===== src/design/pei_pkg.sv =====
package pei_pkg;

   localparam int          CH_COUNT      = 4;
   localparam int          PAIR_COUNT    = CH_COUNT / 2;
   localparam int          REG_W         = 8;
   localparam int          CODE_W        = 8;

   // command codes
   localparam logic [7:0]  CMD_IRQ_SUM   = 8'h00;
   localparam logic [7:0]  CMD_IRQ_MASK  = 8'h01;
   localparam logic [7:0]  CMD_PWR_VIEW  = 8'h02;
   localparam logic [7:0]  CMD_PWR_CLEAR = 8'h03;

   // power event register layout
   localparam int          PWR_ENA_LSB   = 0;
   localparam int          PWR_GOOD_LSB  = 4;

   // interrupt summary / mask bit positions
   localparam int          SUM_ENA_CHG   = 0;
   localparam int          SUM_GOOD_CHG  = 1;
   localparam int          SUM_OTHER_LSB = 2;
   localparam int          OTHER_W       = 6;

   localparam logic [7:0]  MASK_RESET    = 8'h80;
   localparam logic [7:0]  PWR_RESET     = 8'h00;
   localparam logic [7:0]  RD_IDLE       = 8'h00;

endpackage


===== src/design/pei_pair_merge.sv =====
`timescale 1ns/1ps
module pei_pair_merge
   import pei_pkg::*;
#(
   parameter int CH = pei_pkg::CH_COUNT
) (
   input  wire logic            clk,
   input  wire logic            rst_n,
   input  wire logic [CH-1:0]   goodChange,
   input  wire logic [CH/2-1:0] fourPair,
   input  wire logic [CH/2-1:0] singleSig,
   output logic      [CH-1:0]   goodSet
);
   import pei_pkg::*;

   logic [CH-1:0] pend_q;
   logic [CH-1:0] pend_d;

   initial begin
      if (CH % 2 != 0) $error("pei_pair_merge: channel count must be even");
   end

   always_comb begin
      logic [1:0] acc;
      acc     = 2'b00;
      pend_d  = '0;
      goodSet = '0;
      for (int p = 0; p < CH / 2; p++) begin
         if (fourPair[p] && singleSig[p]) begin
            // hold the first channel until its partner changes too
            acc = pend_q[2*p +: 2] | goodChange[2*p +: 2];
            if (acc == 2'b11) begin
               goodSet[2*p +: 2] = 2'b11;
            end else begin
               pend_d[2*p +: 2] = acc;
            end
         end else begin
            goodSet[2*p +: 2] = goodChange[2*p +: 2];
         end
      end
   end

   always_ff @(posedge clk or negedge rst_n) begin
      if (!rst_n) begin
         pend_q <= '0;
      end else begin
         pend_q <= pend_d;
      end
   end

endmodule


===== src/design/pei_power_event_irq.sv =====
`timescale 1ns/1ps
module pei_power_event_irq
   import pei_pkg::*;
#(
   parameter int CH = pei_pkg::CH_COUNT
) (
   input  wire logic                     clk,
   input  wire logic                     rst_n,
   input  wire logic [pei_pkg::CODE_W-1:0] cmdCode,
   input  wire logic                     cmdWrite,
   input  wire logic                     cmdRead,
   input  wire logic [pei_pkg::REG_W-1:0]  cmdWrData,
   output logic      [pei_pkg::REG_W-1:0]  cmdRdData,
   output logic                          cmdRdValid,
   input  wire logic [CH-1:0]            chanEnable,
   input  wire logic [CH-1:0]            chanGood,
   input  wire logic [CH/2-1:0]          portFourPair,
   input  wire logic [CH/2-1:0]          portSingleSig,
   input  wire logic [pei_pkg::OTHER_W-1:0] otherSummary,
   input  wire logic                     globalIrqEnable,
   input  wire logic                     clearAllEvents,
   output logic                          irq_n
);
   import pei_pkg::*;

   // the register layout is fixed at four channels, two flags each
   initial begin
      if (CH != CH_COUNT) begin
         $error("pei_power_event_irq: register holds four channels");
      end
      if (REG_W != 2 * CH_COUNT) begin
         $error("pei_power_event_irq: flags need two bits per channel");
      end
      if (PWR_GOOD_LSB != PWR_ENA_LSB + CH_COUNT) begin
         $error("pei_power_event_irq: good flags must sit above enable");
      end
      if (SUM_OTHER_LSB + OTHER_W != REG_W) begin
         $error("pei_power_event_irq: summary width mismatch");
      end
   end

   logic [REG_W-1:0] mask_q,    mask_d;
   logic [REG_W-1:0] pwrFlags_q, pwrFlags_d;
   logic [CH-1:0]    enaPrev_q, enaPrev_d;
   logic [CH-1:0]    goodPrev_q, goodPrev_d;
   logic [REG_W-1:0] rdData_q,  rdData_d;
   logic             rdValid_q, rdValid_d;
   logic             irq_n_q,   irq_n_d;

   logic [CH-1:0]    enaChange;
   logic [CH-1:0]    goodChange;
   logic [CH-1:0]    goodSet;
   logic [REG_W-1:0] summary;
   logic [REG_W-1:0] flagSet;
   logic             clearNow;

   // status arrives from logic on this clock, so no synchroniser
   assign enaChange  = enaPrev_q ^ chanEnable;
   assign goodChange = goodPrev_q ^ chanGood;

   pei_pair_merge #(
      .CH         (CH)
   ) u_pair_merge (
      .clk        (clk),
      .rst_n      (rst_n),
      .goodChange (goodChange),
      .fourPair   (portFourPair),
      .singleSig  (portSingleSig),
      .goodSet    (goodSet)
   );

   function automatic logic [REG_W-1:0] build_summary(
      input logic [REG_W-1:0]   flags,
      input logic [OTHER_W-1:0] others
   );
      logic [REG_W-1:0] s;
      s = '0;
      s[SUM_ENA_CHG]  = |flags[PWR_ENA_LSB +: CH_COUNT];
      s[SUM_GOOD_CHG] = |flags[PWR_GOOD_LSB +: CH_COUNT];
      s[SUM_OTHER_LSB +: OTHER_W] = others;
      return s;
   endfunction

   // summary ignores the mask entirely
   assign summary = build_summary(pwrFlags_q, otherSummary);

   always_comb begin
      flagSet = '0;
      flagSet[PWR_ENA_LSB +: CH]  = enaChange;
      flagSet[PWR_GOOD_LSB +: CH] = goodSet;
   end

   function automatic logic hits(
      input logic              strobe,
      input logic [CODE_W-1:0] code,
      input logic [CODE_W-1:0] want
   );
      return strobe && (code == want);
   endfunction

   // host writes reach only the mask byte; other codes are ignored
   always_comb begin
      mask_d = mask_q;
      if (hits(cmdWrite, cmdCode, CMD_IRQ_MASK)) begin
         mask_d = cmdWrData;
      end
   end

   always_ff @(posedge clk or negedge rst_n) begin
      if (!rst_n) begin
         mask_q <= MASK_RESET;
      end else begin
         mask_q <= mask_d;
      end
   end

   // history resets to 0: a status high at release counts as a change
   always_comb begin
      enaPrev_d  = chanEnable;
      goodPrev_d = chanGood;
   end

   always_ff @(posedge clk or negedge rst_n) begin
      if (!rst_n) begin
         enaPrev_q  <= '0;
         goodPrev_q <= '0;
      end else begin
         enaPrev_q  <= enaPrev_d;
         goodPrev_q <= goodPrev_d;
      end
   end

   assign clearNow = hits(cmdRead, cmdCode, CMD_PWR_CLEAR) || clearAllEvents;

   // clear first, then new events on top: a set in the clearing
   // cycle survives rather than being lost
   always_comb begin
      pwrFlags_d = pwrFlags_q;
      if (clearNow) begin
         pwrFlags_d = PWR_RESET;
      end
      pwrFlags_d = pwrFlags_d | flagSet;
   end

   always_ff @(posedge clk or negedge rst_n) begin
      if (!rst_n) begin
         pwrFlags_q <= PWR_RESET;
      end else begin
         pwrFlags_q <= pwrFlags_d;
      end
   end

   // unmapped codes still pulse valid, with idle data
   always_comb begin
      rdData_d  = RD_IDLE;
      rdValid_d = 1'b0;
      if (cmdRead) begin
         rdValid_d = 1'b1;
         case (cmdCode)
            CMD_IRQ_SUM:   rdData_d = summary;
            CMD_IRQ_MASK:  rdData_d = mask_q;
            CMD_PWR_VIEW:  rdData_d = pwrFlags_q;
            CMD_PWR_CLEAR: rdData_d = pwrFlags_q;
            default:       rdData_d = RD_IDLE;
         endcase
      end
   end

   always_ff @(posedge clk or negedge rst_n) begin
      if (!rst_n) begin
         rdData_q  <= RD_IDLE;
         rdValid_q <= 1'b0;
      end else begin
         rdData_q  <= rdData_d;
         rdValid_q <= rdValid_d;
      end
   end

   always_comb begin
      logic [REG_W-1:0] nextSum;
      nextSum = build_summary(pwrFlags_d, otherSummary);
      // gate on next state so a clear-on-read releases in the same edge
      irq_n_d = ~(globalIrqEnable && |(nextSum & mask_d));
   end

   // pin held released through reset, never glitching low
   always_ff @(posedge clk or negedge rst_n) begin
      if (!rst_n) begin
         irq_n_q <= 1'b1;
      end else begin
         irq_n_q <= irq_n_d;
      end
   end

   assign cmdRdData  = rdData_q;
   assign cmdRdValid = rdValid_q;
   assign irq_n      = irq_n_q;

endmodule


===== config.mk =====
export PLATFORM = sky130hd
export DESIGN_NAME = pei_power_event_irq
export DESIGN_NICKNAME = d
export VERILOG_FILES = /design/src/design/pei_pkg.sv /design/src/design/pei_pair_merge.sv /design/src/design/pei_power_event_irq.sv
export SDC_FILE = /design/constraint.sdc
export NUM_CORES = 1
export LEC_CHECK = 0
export ABC_AREA = 1
export BUFFER_PORTS_ARGS = -buffer_cell sky130_fd_sc_hd__buf_2
export CORE_UTILIZATION = 50
export DETAILED_ROUTE_END_ITERATION = 12
export PLACE_DENSITY = 0.74
export SLEW_MARGIN = 20
export SYNTH_ARGS = -nofsm -noshare
export SYNTH_HDL_FRONTEND = slang
export SYNTH_SLANG_ARGS = --single-unit

===== constraint.sdc =====
create_clock -name clk -period 2.93 [get_ports clk]
set_input_delay 0.586 -clock clk [delete_from_list [all_inputs] [get_ports clk]]
set_output_delay 0.586 -clock clk [all_outputs]
set_load 0.01 [all_outputs]

# After elaboration in Yosys (flattened, before gate mapping)
# Cells that the tools add are included.
[word_totals]
ff_bits = 38
inputBits = 40
out_inout_bits = 10
elab_cells = 46
[op_classes]
n_eq_ne = 5
n_mux = 13
bitwise_logic = 7
reduce_logical = 13
[ops]
columns = ["operator", "n"]
rows = [
  ["two-way mux 8 bit", 3],
  ["one-hot mux 8 bit (3 select lines)", 1],
  ["== test 8 x 2 -> 1 bit (second input constant)", 2],
  ["two-way mux 2 bit", 8],
  ["OR reduction 4 bit", 4],
  ["AND 8 bit", 1],
  ["== test 8 x 1 -> 1 bit (second input constant)", 1],
  ["zero test 8 bit", 1],
  ["bitwise OR 8 bit", 1],
  ["OR reduction 8 bit", 1],
  ["XOR 4 bit", 2],
  ["logical AND 1 bit", 5],
  ["== test 2 bit (second input constant)", 2],
  ["bitwise OR 2 bit", 2],
  ["OR reduction 2 bit", 1],
  ["logical OR 1 bit", 1],
  ["two-way mux 1 bit", 1],
  ["NOT 1 bit", 1],
]

# Longest topological paths before layout
# Gate-level depths: netlist (run 1).
[logic_depth]
depth_word = 11
depth_mapped = 12
depth_no_buf = 12

# Modules after synthesis
# A second synthesis (run 1) with hierarchy kept.
[hier_totals]
cells_unflattened = 226
hier_area_um2 = 1914.3
[modules_own_cells]
columns = ["module", "instances", "cells_each", "area_each_um2", "seq_area_each_um2"]
rows = [
  ["pei_power_event_irq", 1, 188, 1676.6, 853.3],
  ["pei_pair_merge", 1, 38, 237.7, 100.1],
]

# Worst setup path before layout (run 1)
# OpenSTA, ideal clock, no wires.
[synth_path]
path_kind = "input -> register"
from = "input cmdCode[7] (netlist bit)"
to = "register irq_n_q (netlist: irq_n)"
setup_time_ps = 60
arrival_time_ps = 1542
t_required_ps = 2870
path_slack_ps = 1328
path_stages = 11
path_buffers = 0
cell_sequence = "nor2_1 -> nand2_2 -> inv_2 -> nand2_4 -> nor2_8 -> nand2_4 -> o211ai_2 -> nand2_2 -> nor2_1 -> nand3_1 -> nand2_1"
[synth_between]
elab_chain_len = 10
elab_cells_between_ends = 14
cone_classes = "eq/ne (2); mux (2); bitwise (3); reduce/logical (7)"
[synth_rtl]
columns = ["item", "line_no", "source"]
rows = [
  ["start: declaration", "pei_power_event_irq.sv:9", "input wire logic [pei_pkg::CODE_W-1:0] cmdCode,"],
  ["== test 8 x 2 -> 1 bit", "pei_power_event_irq.sv:98", "return strobe && (code == want);"],
  ["logical AND 1 bit", "pei_power_event_irq.sv:98", ""],
  ["logical OR 1 bit", "pei_power_event_irq.sv:133", "assign clearNow = hits(cmdRead, cmdCode, CMD_PWR_CLEAR) || clearAllEvents;"],
  ["two-way mux 8 bit", "pei_power_event_irq.sv:139", "if (clearNow) begin"],
  ["bitwise OR 8 bit", "pei_power_event_irq.sv:142", "pwrFlags_d = pwrFlags_d | flagSet;"],
  ["OR reduction 4 bit (on tied branches)", "pei_power_event_irq.sv:78, pei_power_event_irq.sv:79", ""],
  ["AND 8 bit (*)", "pei_power_event_irq.sv:183", "irq_n_d = ~(globalIrqEnable && |(nextSum & mask_d));"],
  ["OR reduction 8 bit (*)", "pei_power_event_irq.sv:183", ""],
  ["logical AND 1 bit (*)", "pei_power_event_irq.sv:183", ""],
  ["NOT 1 bit (*)", "pei_power_event_irq.sv:183", ""],
  ["named net irq_n_d", "pei_power_event_irq.sv:48", "logic irq_n_q, irq_n_d;"],
  ["end signal: assignment", "pei_power_event_irq.sv:191", "irq_n_q <= irq_n_d;"],
  ["end: declaration", "pei_power_event_irq.sv:48", ""],
]
# The timed path passes the listed nets; every way through them passes the cells marked *.

# Final worst setup path (run 1)
[layout_path]
from = "input cmdCode[7] (netlist bit)"
to = "register irq_n_q (netlist: irq_n)"
[layout_between]
elab_chain_len = 10
elab_cells_between_ends = 14
cone_classes = "eq/ne (2); mux (2); bitwise (3); reduce/logical (7)"
[layout_rtl]
columns = ["item", "line_no", "source"]
rows = [
  ["== test 8 x 2 -> 1 bit", "pei_power_event_irq.sv:98", ""],
  ["logical AND 1 bit", "pei_power_event_irq.sv:98", ""],
  ["logical OR 1 bit", "pei_power_event_irq.sv:133", ""],
  ["two-way mux 8 bit", "pei_power_event_irq.sv:139", ""],
  ["bitwise OR 8 bit", "pei_power_event_irq.sv:142", ""],
  ["named net pwrFlags_d[4]", "pei_power_event_irq.sv:43", "logic [REG_W-1:0] pwrFlags_q, pwrFlags_d;"],
  ["OR reduction 4 bit", "pei_power_event_irq.sv:79", "s[SUM_GOOD_CHG] = |flags[PWR_GOOD_LSB +: CH_COUNT];"],
  ["AND 8 bit", "pei_power_event_irq.sv:183", ""],
  ["OR reduction 8 bit", "pei_power_event_irq.sv:183", ""],
  ["logical AND 1 bit", "pei_power_event_irq.sv:183", ""],
  ["NOT 1 bit", "pei_power_event_irq.sv:183", ""],
  ["named net irq_n_d", "pei_power_event_irq.sv:48", ""],
]
# The timed path passes the listed nets, and every way through them passes these cells.

==> impl_metrics.json, run 1 <==
{
  "place_area_um2": 2230,
  "final_nets": 324,
  "p_clk_share_pct": 31.4,
  "hp-class": "input port to asynchronous set/reset pin",
  "startpoint": "cmdCode[7]",
  "finalSetupViolations": 0,
  "layout.cells.non_filler": 332,
  "hpwlAfterDp_um": 2720,
  "fin_skew_ps": 5.85,
  "max_slew_margin_pct": 46.0,
  "endpoint": "irq_n",
  "whs_ps": 395,
  "grt_pass1_vias": 1470,
  "worst_ep_arrival_time_ps": 1790,
  "diodes": 0,
  "die_x_um": 64.2,
  "maxSlewViolCount": 0,
  "crit_top_cell": "nand2_1",
  "yosysTopAreaCell": "dfrtp_1",
  "crit_path_start_kind": "input port",
  "syn_inst": 229,
  "yosys_most_used_dff": "dfrtp_1",
  "rr_worst_depth": 11,
  "hold_violations": 0,
  "dp.cells": 325,
  "endpoint_kind": "register",
  "p_leak_uw": 0.00133,
  "first_pass_iters": 4,
  "cts.path.max_buffers": 2,
  "rsz0062_at_grt": "no",
  "cellInternalPower_uw": 769,
  "dieArea_um2": 4120,
  "cts.sinks": 38,
  "fmax_mhz": 639,
  "finalWeightedCongestion": 0.856,
  "viasPerCell": 4.73,
  "syn_nets": 269,
  "syn_area_per_cell_um2": 8.44,
  "worstReg2RegStart": "goodPrev_q[1]",
  "h-tree-depth": 2,
  "synth_seq_cells": 38,
  "drc": 0,
  "synth-async-reset-ratio_pct": 100,
  "vdd_drop_max_uv": 365,
  "fp.dieH_um": 64.2,
  "root_buffer": "clkbuf_8",
  "cp_max_fo": 8,
  "grt_pass1_wl_um": 6150,
  "cts_tree": "yes",
  "synthTopCellsByCount": "nand2_1, inv_1, dfrtp_1",
  "rows": 22,
  "timing.setup.tns_ps": 0,
  "p_seq_share_pct": 55.4,
  "critPathSlowestCell": "inv_2",
  "criticalPathCategory": "input port to register",
  "grt_overflow": 0,
  "cts_buffers": 5,
  "ant_nets": 0,
  "routed_wl_um": 3510,
  "status": "completed",
  "yosysWarnings": 0,
  "io_pins": 50,
  "via_count": 1571,
  "core_area_um2": 3690,
  "drt_iter0_markers": 76,
  "path_cells": "buf_2 > nor2_1 > nand2_2 > inv_2 > nand3_4 > nand3_1 > nand2_2 > nor2_1 > nand2_1 > nand2_1 > nand3_1 > nand2_1",
  "port_buffers": 49,
  "antenna_found_initial": 0,
  "crit_path_max_incr_delay_ps": 150,
  "routedWlPerCell_um": 10.6,
  "final_layout_size_suffix_gt1_share_pct": 29.9,
  "grt_max_degree": 39,
  "p_total_uw": 1030,
  "rrSetupSlack_ps": 1580,
  "grt_usage_pct": 19.5,
  "synthesis.area_um2": 1930,
  "synth_cell_types": 28,
  "min_period_ps": 1570,
  "required_ps": 3160,
  "seq_area_frac_synth_pct": 49.3,
  "initial_core_util_pct": 52.4,
  "switchingPower_uw": 263,
  "synth_most_common_cell": "nand2_1",
  "postCtsSetupBuffers": 0,
  "synth_top_area_share_pct": 46.6,
  "synthToLayoutAreaGrowth_pct": 19.6,
  "postLayoutCellArea_um2": 2310,
  "clkLatencyLatePin_ps": 280,
  "worst_slew_pin_slew_ps": 809,
  "p_sw_share_pct": 25.5,
  "synth_edf_count": 0,
  "combPwrFrac_pct": 13.2,
  "clk_pin_slew_worst_paths_ps": 70,
  "post_cts_resize_count": 0,
  "drv_cap": 0,
  "power_density_nw_per_um2": 446,
  "synthTopCellsByArea": "dfrtp_1, nand2_1, inv_1",
  "hold_buffers": 0,
  "fin_crit_sh_pct": 53.4,
  "reg2reg_to": "irq_n"
}
## critical path, delay by kind of cell
kind	cells	cell delay [ps]
buffers and inverters	2	250
AND/OR/NAND/NOR	10	960
## layout make-up
type | count | area (um2)
Multi-Input combinational cell | 149 | 821
Tap cell | 48 | 60.1
Fill cell | 351 | 1380
Clock inverter | 2 | 10.0
Inverter | 41 | 154
Timing Repair Buffer | 49 | 245
Clock buffer | 5 | 68.8
Sequential cell | 38 | 953
## state kept, by name, indices dropped and copies added (netlist names)
name,flops
mask_q,8
u_pair_merge.pend_q,4
pwrFlags_q,8
goodPrev_q,4
cmdRdData,8
cmdRdValid,1
enaPrev_q,4
irq_n,1
## metal layers
| metal | vias to the layer above | wire length, um | track usage [%] |
|---|---|---|---|
| met3 | 6 | 139 | 6.43 |
| met2 | 34 | 1620 | 30.9 |
| met5 | - | 0 | 0 |
| met1 | 712 | 1720 | 26.0 |
| met4 | 0 | 34 | 4.17 |
| li1 | 819 | - | - |
## cell usage in the layout (no fill, tap or decap), types with 3 or more instances in the layout
cell type,synthesis,routed
nand2_2,7,7
clkbuf_8,0,5
nor2_1,12,12
nand3_1,22,22
xnor2_1,4,4
inv_1,38,38
o211ai_1,5,5
inv_2,3,3
nand2_1,69,69
nand3_2,4,4
buf_2,1,49
nand3b_1,3,3
and2_1,4,4
dfrtp_1,36,36
## power by group through the flow
stage / combinational (uW) / sequential (uW) / clock [uW]
after floorplan: 78.8 / 578 / 0
after global placement: 134 / 581 / 0
after detailed placement: 137 / 582 / 0
after CTS: 138 / 572 / 337
after global routing: 154 / 575 / 361
final: 136 / 572 / 324
## kinds of logic after synthesis
| logic type | share of synthesized area (%) |
|---|---|
| and+or+nand+nor | 35.1 |
| buffers and inverters | 8.22 |
| DFF | 49.3 |
| AOI/OAI and AO/OA | 5.57 |
| xor gates and xnor gates | 1.81 |
## stage by stage
step | setup slack [ps] | utilization [%]
2_1_floorplan | 1330 | -
6_report | 1360 | 62.7
3_3_place_gp | 1080 | 60.5
3_5_place_dp | 1060 | 60.5
5_1_grt | 1250 | 62.7
4_1_cts | 1350 | 62.7
## worst min path at each step
stage	start	end	slack (ps)	cells after the start
after detailed placement	mask_q[1]	mask_q[1]	500	2
after global placement	enaPrev_q[1]	pwrFlags_q[1]	480	2
after CTS	rst_n	u_pair_merge.pend_q[3]	420	1
after global routing	globalIrqEnable	irq_n	410	2
final	rst_n	goodPrev_q[0]	400	1
after floorplan	rst_n	cmdRdData[0]	290	0
Note: power is estimated with default switching activity, not from simulation.
==> run 2, diff against run 1 <==
CORE_UTILIZATION = 47   (was 50)
PLACE_DENSITY = 0.73   (was 0.74)
clock period = 1.25 ns   (was 2.93 ns; I/O delays follow)
==> impl_metrics.json, run 2 (same netlist as run 1, synthesis figures left out) <==
{
  "status": "finished, violations left",
  "failed_checks": "setup timing",
  "ant_nets": 0,
  "min_period_ps": 1260,
  "drv_cap": 0,
  "power_density_nw_per_um2": 984,
  "crit_path_start_kind": "register",
  "viasPerCell": 4.70,
  "grt_pass1_vias": 1542,
  "port_buffers": 49,
  "drc": 0,
  "max_slew_margin_pct": 77.2,
  "grt_usage_pct": 20.4,
  "crit_path_max_incr_delay_ps": 360,
  "dieArea_um2": 4370,
  "fmax_mhz": 793,
  "diodes": 0,
  "whs_ps": 88.8,
  "routedWlPerCell_um": 11.1,
  "antenna_found_initial": 0,
  "required_ps": 1480,
  "final_common_cell": "nand2_1",
  "fin_crit_sh_pct": 101,
  "cts.sinks": 38,
  "cts.path.max_buffers": 2,
  "min-delay-start": "globalIrqEnable",
  "criticalPathCategory": "register to register",
  "worst_ep_arrival_time_ps": 1490,
  "synthToLayoutAreaGrowth_pct": 32.1,
  "cts_buffers": 5,
  "first_pass_iters": 5,
  "reg2reg_to": "irq_n",
  "grt_pass1_wl_um": 6600,
  "initial_core_util_pct": 50.9,
  "clkLatencyLatePin_ps": 290,
  "rows": 22,
  "drt_iter0_markers": 46,
  "critPathSlowestCell": "dfrtp_1",
  "core_area_um2": 3800,
  "h-tree-depth": 2,
  "die_x_um": 66.1,
  "final_util_pct": 67.2,
  "cts_tree": "yes",
  "seq_area_um2": 953,
  "fp.dieH_um": 66.1,
  "finalWeightedCongestion": 0.915,
  "worstReg2RegStart": "goodPrev_q[3]",
  "io_pins": 50,
  "fin_skew_ps": 5.81,
  "crit_top_cell": "nand2_1",
  "finalWorstSetupSlack_ps": -10.7,
  "holdPathEnd": "irq_n",
  "clk_pin_slew_worst_paths_ps": 70,
  "final_layout_size_suffix_gt1_share_pct": 37.4,
  "path_cells": "inv_1 > nand2_2 > nand3b_1 > nand3_2 > nand2_1 > inv_1 > nand2_2 > nor2_1 > nand2_1 > nand2_1 > nand3_1 > nand2_1",
  "routed_wl_um": 3980,
  "finalSetupViolations": 1,
  "multiInputGateArea_um2": 848,
  "hp-class": "input port to register",
  "worst_slew_pin_slew_ps": 343,
  "rr_worst_depth": 12,
  "grt_overflow": 0,
  "hpwlAfterDp_um": 3020,
  "cp_max_fo": 2,
  "final_nets": 350,
  "nFillCells": 319,
  "endpoint_kind": "register",
  "hold-path-cell-count": 2,
  "rsz0062_at_grt": "yes",
  "vdd_drop_max_uv": 751,
  "p_leak_uw": 0.00146,
  "maxSlewViolCount": 0,
  "root_buffer": "clkbuf_8",
  "rrSetupSlack_ps": -10,
  "grt_max_degree": 26,
  "final_cell_mix": "nand2_1, buf_2, inv_1, dfrtp_1, buf_4",
  "via_count": 1684,
  "hold_violations": 0
}
run 2: through the flow:
stage,std cells,setup slack (ps),setup TNS [ps],instance area [um2],total power [uW]
floorplan,229,8.22,0,1940,1540
global placement,343,-232,-1370,2380,1720
detailed placement,343,-272,-1710,2380,1730
CTS,356,1.09,0,2520,2520
global route,358,-127,-127,2550,2630
finish,358,-10.7,-10.7,2550,2510
run 2: metal layers:
metal | global-route usage (%) | vias to the layer above | part of all wire (%)
met1 | 26.9 | 760 | 45
met2 | 32.8 | 45 | 49
met5 | 0 | - | 0
met3 | 6.21 | 4 | 5.7
met4 | 4.79 | 0 | 0.75
li1 | - | 875 | -
run 2: repair_timing:
| action | 4_1_cts | 5_1_grt |
|---|---|---|
| hold buffers | 1 | 0 |
| cloned | 0 | 0 |
| pin swaps | 7 | 5 |
| buffers inserted | 5 | 2 |
| gates resized for setup | 2 | 7 |
| setup endpoints to repair | 1 | 3 |
| endpoints found under the hold margin | 11 | 0 |
run 2: worst max path at each step:
stage / startpoint / to / slack (ps) / cells past startpoint
after floorplan: cmdCode[7] / irq_n / 8 / 11
after detailed placement: cmdCode[5] / irq_n / -270 / 13
after CTS: goodPrev_q[3] / irq_n / 1 / 11
after global placement: cmdCode[7] / irq_n / -230 / 13
final: goodPrev_q[3] / irq_n / -10 / 12
after global routing: goodPrev_q[3] / irq_n / -130 / 12
run 2: report_power, final:
part / internal [uW] / switching (uW) / total [uW]
logic: 188 / 216 / 404
registers: 1300 / 41.7 / 1340
clock network: 383 / 385 / 768
total: 1870 / 642 / 2510
run 2: critical path, delay by kind of cell, from the launching register on:
| family | cells | cell delay, ps |
|---|---|---|
| simple gates | 10 | 740 |
| flops | 1 | 360 |
| buf+inv | 2 | 120 |
run 2: layout make-up:
cell class                 instances  share of cell area, %
sequential                        38                   37.3
multi-input combinational        149                   33.2
timing repair buffer              75                   18.0
inverter                          41                   6.12
clock buffer                       7                   2.99
tap                               48                   2.35
==> run 3, diff against run 2 <==
CTS_BUF_LIST = sky130_fd_sc_hd__clkbuf_4 sky130_fd_sc_hd__clkbuf_8 sky130_fd_sc_hd__clkbuf_16   (was default)
MAX_ROUTING_LAYER = met4   (was default)
==> impl_metrics.json, run 3 (same netlist as run 1, synthesis figures left out) <==
{
  "vdd_drop_max_uv": 666,
  "criticalPathCategory": "register to register",
  "finalSetupViolations": 2,
  "routed_wl_um": 4150,
  "finalWeightedCongestion": 0.944,
  "dieArea_um2": 4370,
  "combPwrFrac_pct": 15.4,
  "diodes": 0,
  "finalWorstSetupSlack_ps": -26.3,
  "rows": 22,
  "fmax_mhz": 784,
  "grt_overflow": 0,
  "dp_slack_ps": -258,
  "worst_ep_arrival_time_ps": 1520,
  "root_buffer": "clkbuf_8",
  "failed_checks": "setup timing",
  "drt_iter0_markers": 130,
  "final_common_cell": "nand2_1",
  "grt_pass1_vias": 1590,
  "via_count": 1672,
  "fp.dieH_um": 66.1,
  "endpoint_kind": "register",
  "cellInternalPower_uw": 1950,
  "min_period_ps": 1280,
  "viasPerCell": 4.66,
  "use_met2_pct": 34.3,
  "final_cell_mix": "nand2_1, buf_2, inv_1, dfrtp_1, buf_4",
  "antenna_found_initial": 0,
  "power_density_nw_per_um2": 1010,
  "io_pins": 50,
  "fin_skew_ps": 4.39,
  "cp_max_fo": 2,
  "cts_tree": "yes",
  "maxSlewViolCount": 0,
  "ant_nets": 0,
  "clkLatencyLatePin_ps": 290,
  "rr_worst_depth": 12,
  "grt_pass1_wl_um": 6840,
  "fin_crit_sh_pct": 102,
  "port_buffers": 49,
  "switchingPower_uw": 673,
  "cts.sinks": 38,
  "hold_violations": 0,
  "hpwlAfterDp_um": 3100,
  "p_leak_uw": 0.00148,
  "hold-path-cell-count": 2,
  "clk_pin_slew_worst_paths_ps": 70,
  "top_usage_layer": "met2",
  "required_ps": 1490,
  "use_met3_pct": 4.66,
  "grt.met1_usage_pct": 27.5,
  "initial_core_util_pct": 50.9,
  "p_sw_share_pct": 25.6,
  "drv_cap": 0,
  "grt_max_degree": 29,
  "synthToLayoutAreaGrowth_pct": 34.4,
  "crit_path_start_kind": "register",
  "rsz0062_at_grt": "yes",
  "p_total_uw": 2630,
  "core_area_um2": 3800,
  "p_clk_share_pct": 33.5,
  "cts.path.max_buffers": 2,
  "first_pass_iters": 6,
  "max_slew_margin_pct": 80.0,
  "drc": 0,
  "final_nets": 350,
  "h-tree-depth": 2,
  "routedWlPerCell_um": 11.6,
  "hp-class": "input port to register",
  "status": "finished, violations left",
  "whs_ps": 75.6,
  "die_x_um": 66.1,
  "final_layout_size_suffix_gt1_share_pct": 37.6,
  "grt_usage_pct": 21.6,
  "p_seq_share_pct": 51.1,
  "worst_slew_pin_slew_ps": 298,
  "cts_buffers": 5
}
run 3: cell count changes in the layout (fill, tap and decap cells not counted), sizes merged:
cell | before | now
clkinv | 0 | 1
run 3: metal layers:
metal	share of wire, %	up-vias
li1	-	868
met2	47	38
met5	0	-
met1	49	761
met4	1.0	0
met3	3.5	5
run 3: through the flow:
step | instance area (um2) | utilization [%] | std cells | TNS, ps
4_1_cts | 2510 | 66.2 | 354 | -8.57
6_report | 2600 | 68.4 | 359 | -28.1
3_3_place_gp | 2380 | 62.5 | 342 | -1190
5_1_grt | 2600 | 68.4 | 359 | -575
3_5_place_dp | 2380 | 62.5 | 342 | -1380
2_1_floorplan | 1940 | - | 229 | 0
run 3: layout make-up:
| class | instances | area (um2) |
|---|---|---|
| clock buffer | 7 | 90.1 |
| clock inverter | 1 | 5.00 |
| fill | 325 | 1200 |
| inverter | 41 | 156 |
| multi-input combinational | 149 | 858 |
| sequential | 38 | 953 |
| tap | 48 | 60.1 |
| timing repair buffer | 75 | 475 |
run 3: path summary, 6_finish.rpt:
check                                 from       endpoint  slack [ps]
setup / recovery             goodPrev_q[2]          irq_n         -30
hold / removal             globalIrqEnable          irq_n          80
setup reg to reg             goodPrev_q[2]          irq_n         -30
hold reg to reg               enaPrev_q[1]  pwrFlags_q[1]         500
max in group asynchronous            rst_n   cmdRdData[6]         480
min in group asynchronous            rst_n   enaPrev_q[0]         360
run 3: power by group through the flow:
stage | clock, uW | combinational [uW] | sequential [uW]
after floorplan | 0 | 185 | 1360
after global placement | 0 | 354 | 1360
after detailed placement | 0 | 363 | 1360
after CTS | 899 | 383 | 1340
after global routing | 955 | 452 | 1350
final | 881 | 403 | 1340
run 3: critical path, stage by stage, from the launching register on:
cell and delay [ps]:
dfrtp_1 350, inv_1 40, nand2_1 70, nand3b_1 130
nand3_2 120, nand2_1 60, inv_1 60, nand2_1 60
nor2_1 80, nand2_1 60, nand2_1 50, nand3_1 70
nand2_1 60
run 3: what timing repair did:
item,in CTS,in global routing
endpoints found under the hold margin,8,0
cloned,0,1
pin swaps,5,9
hold buffers,1,0
gates resized for setup,2,12
endpoints found under the setup margin,1,3
setup buffers,3,4
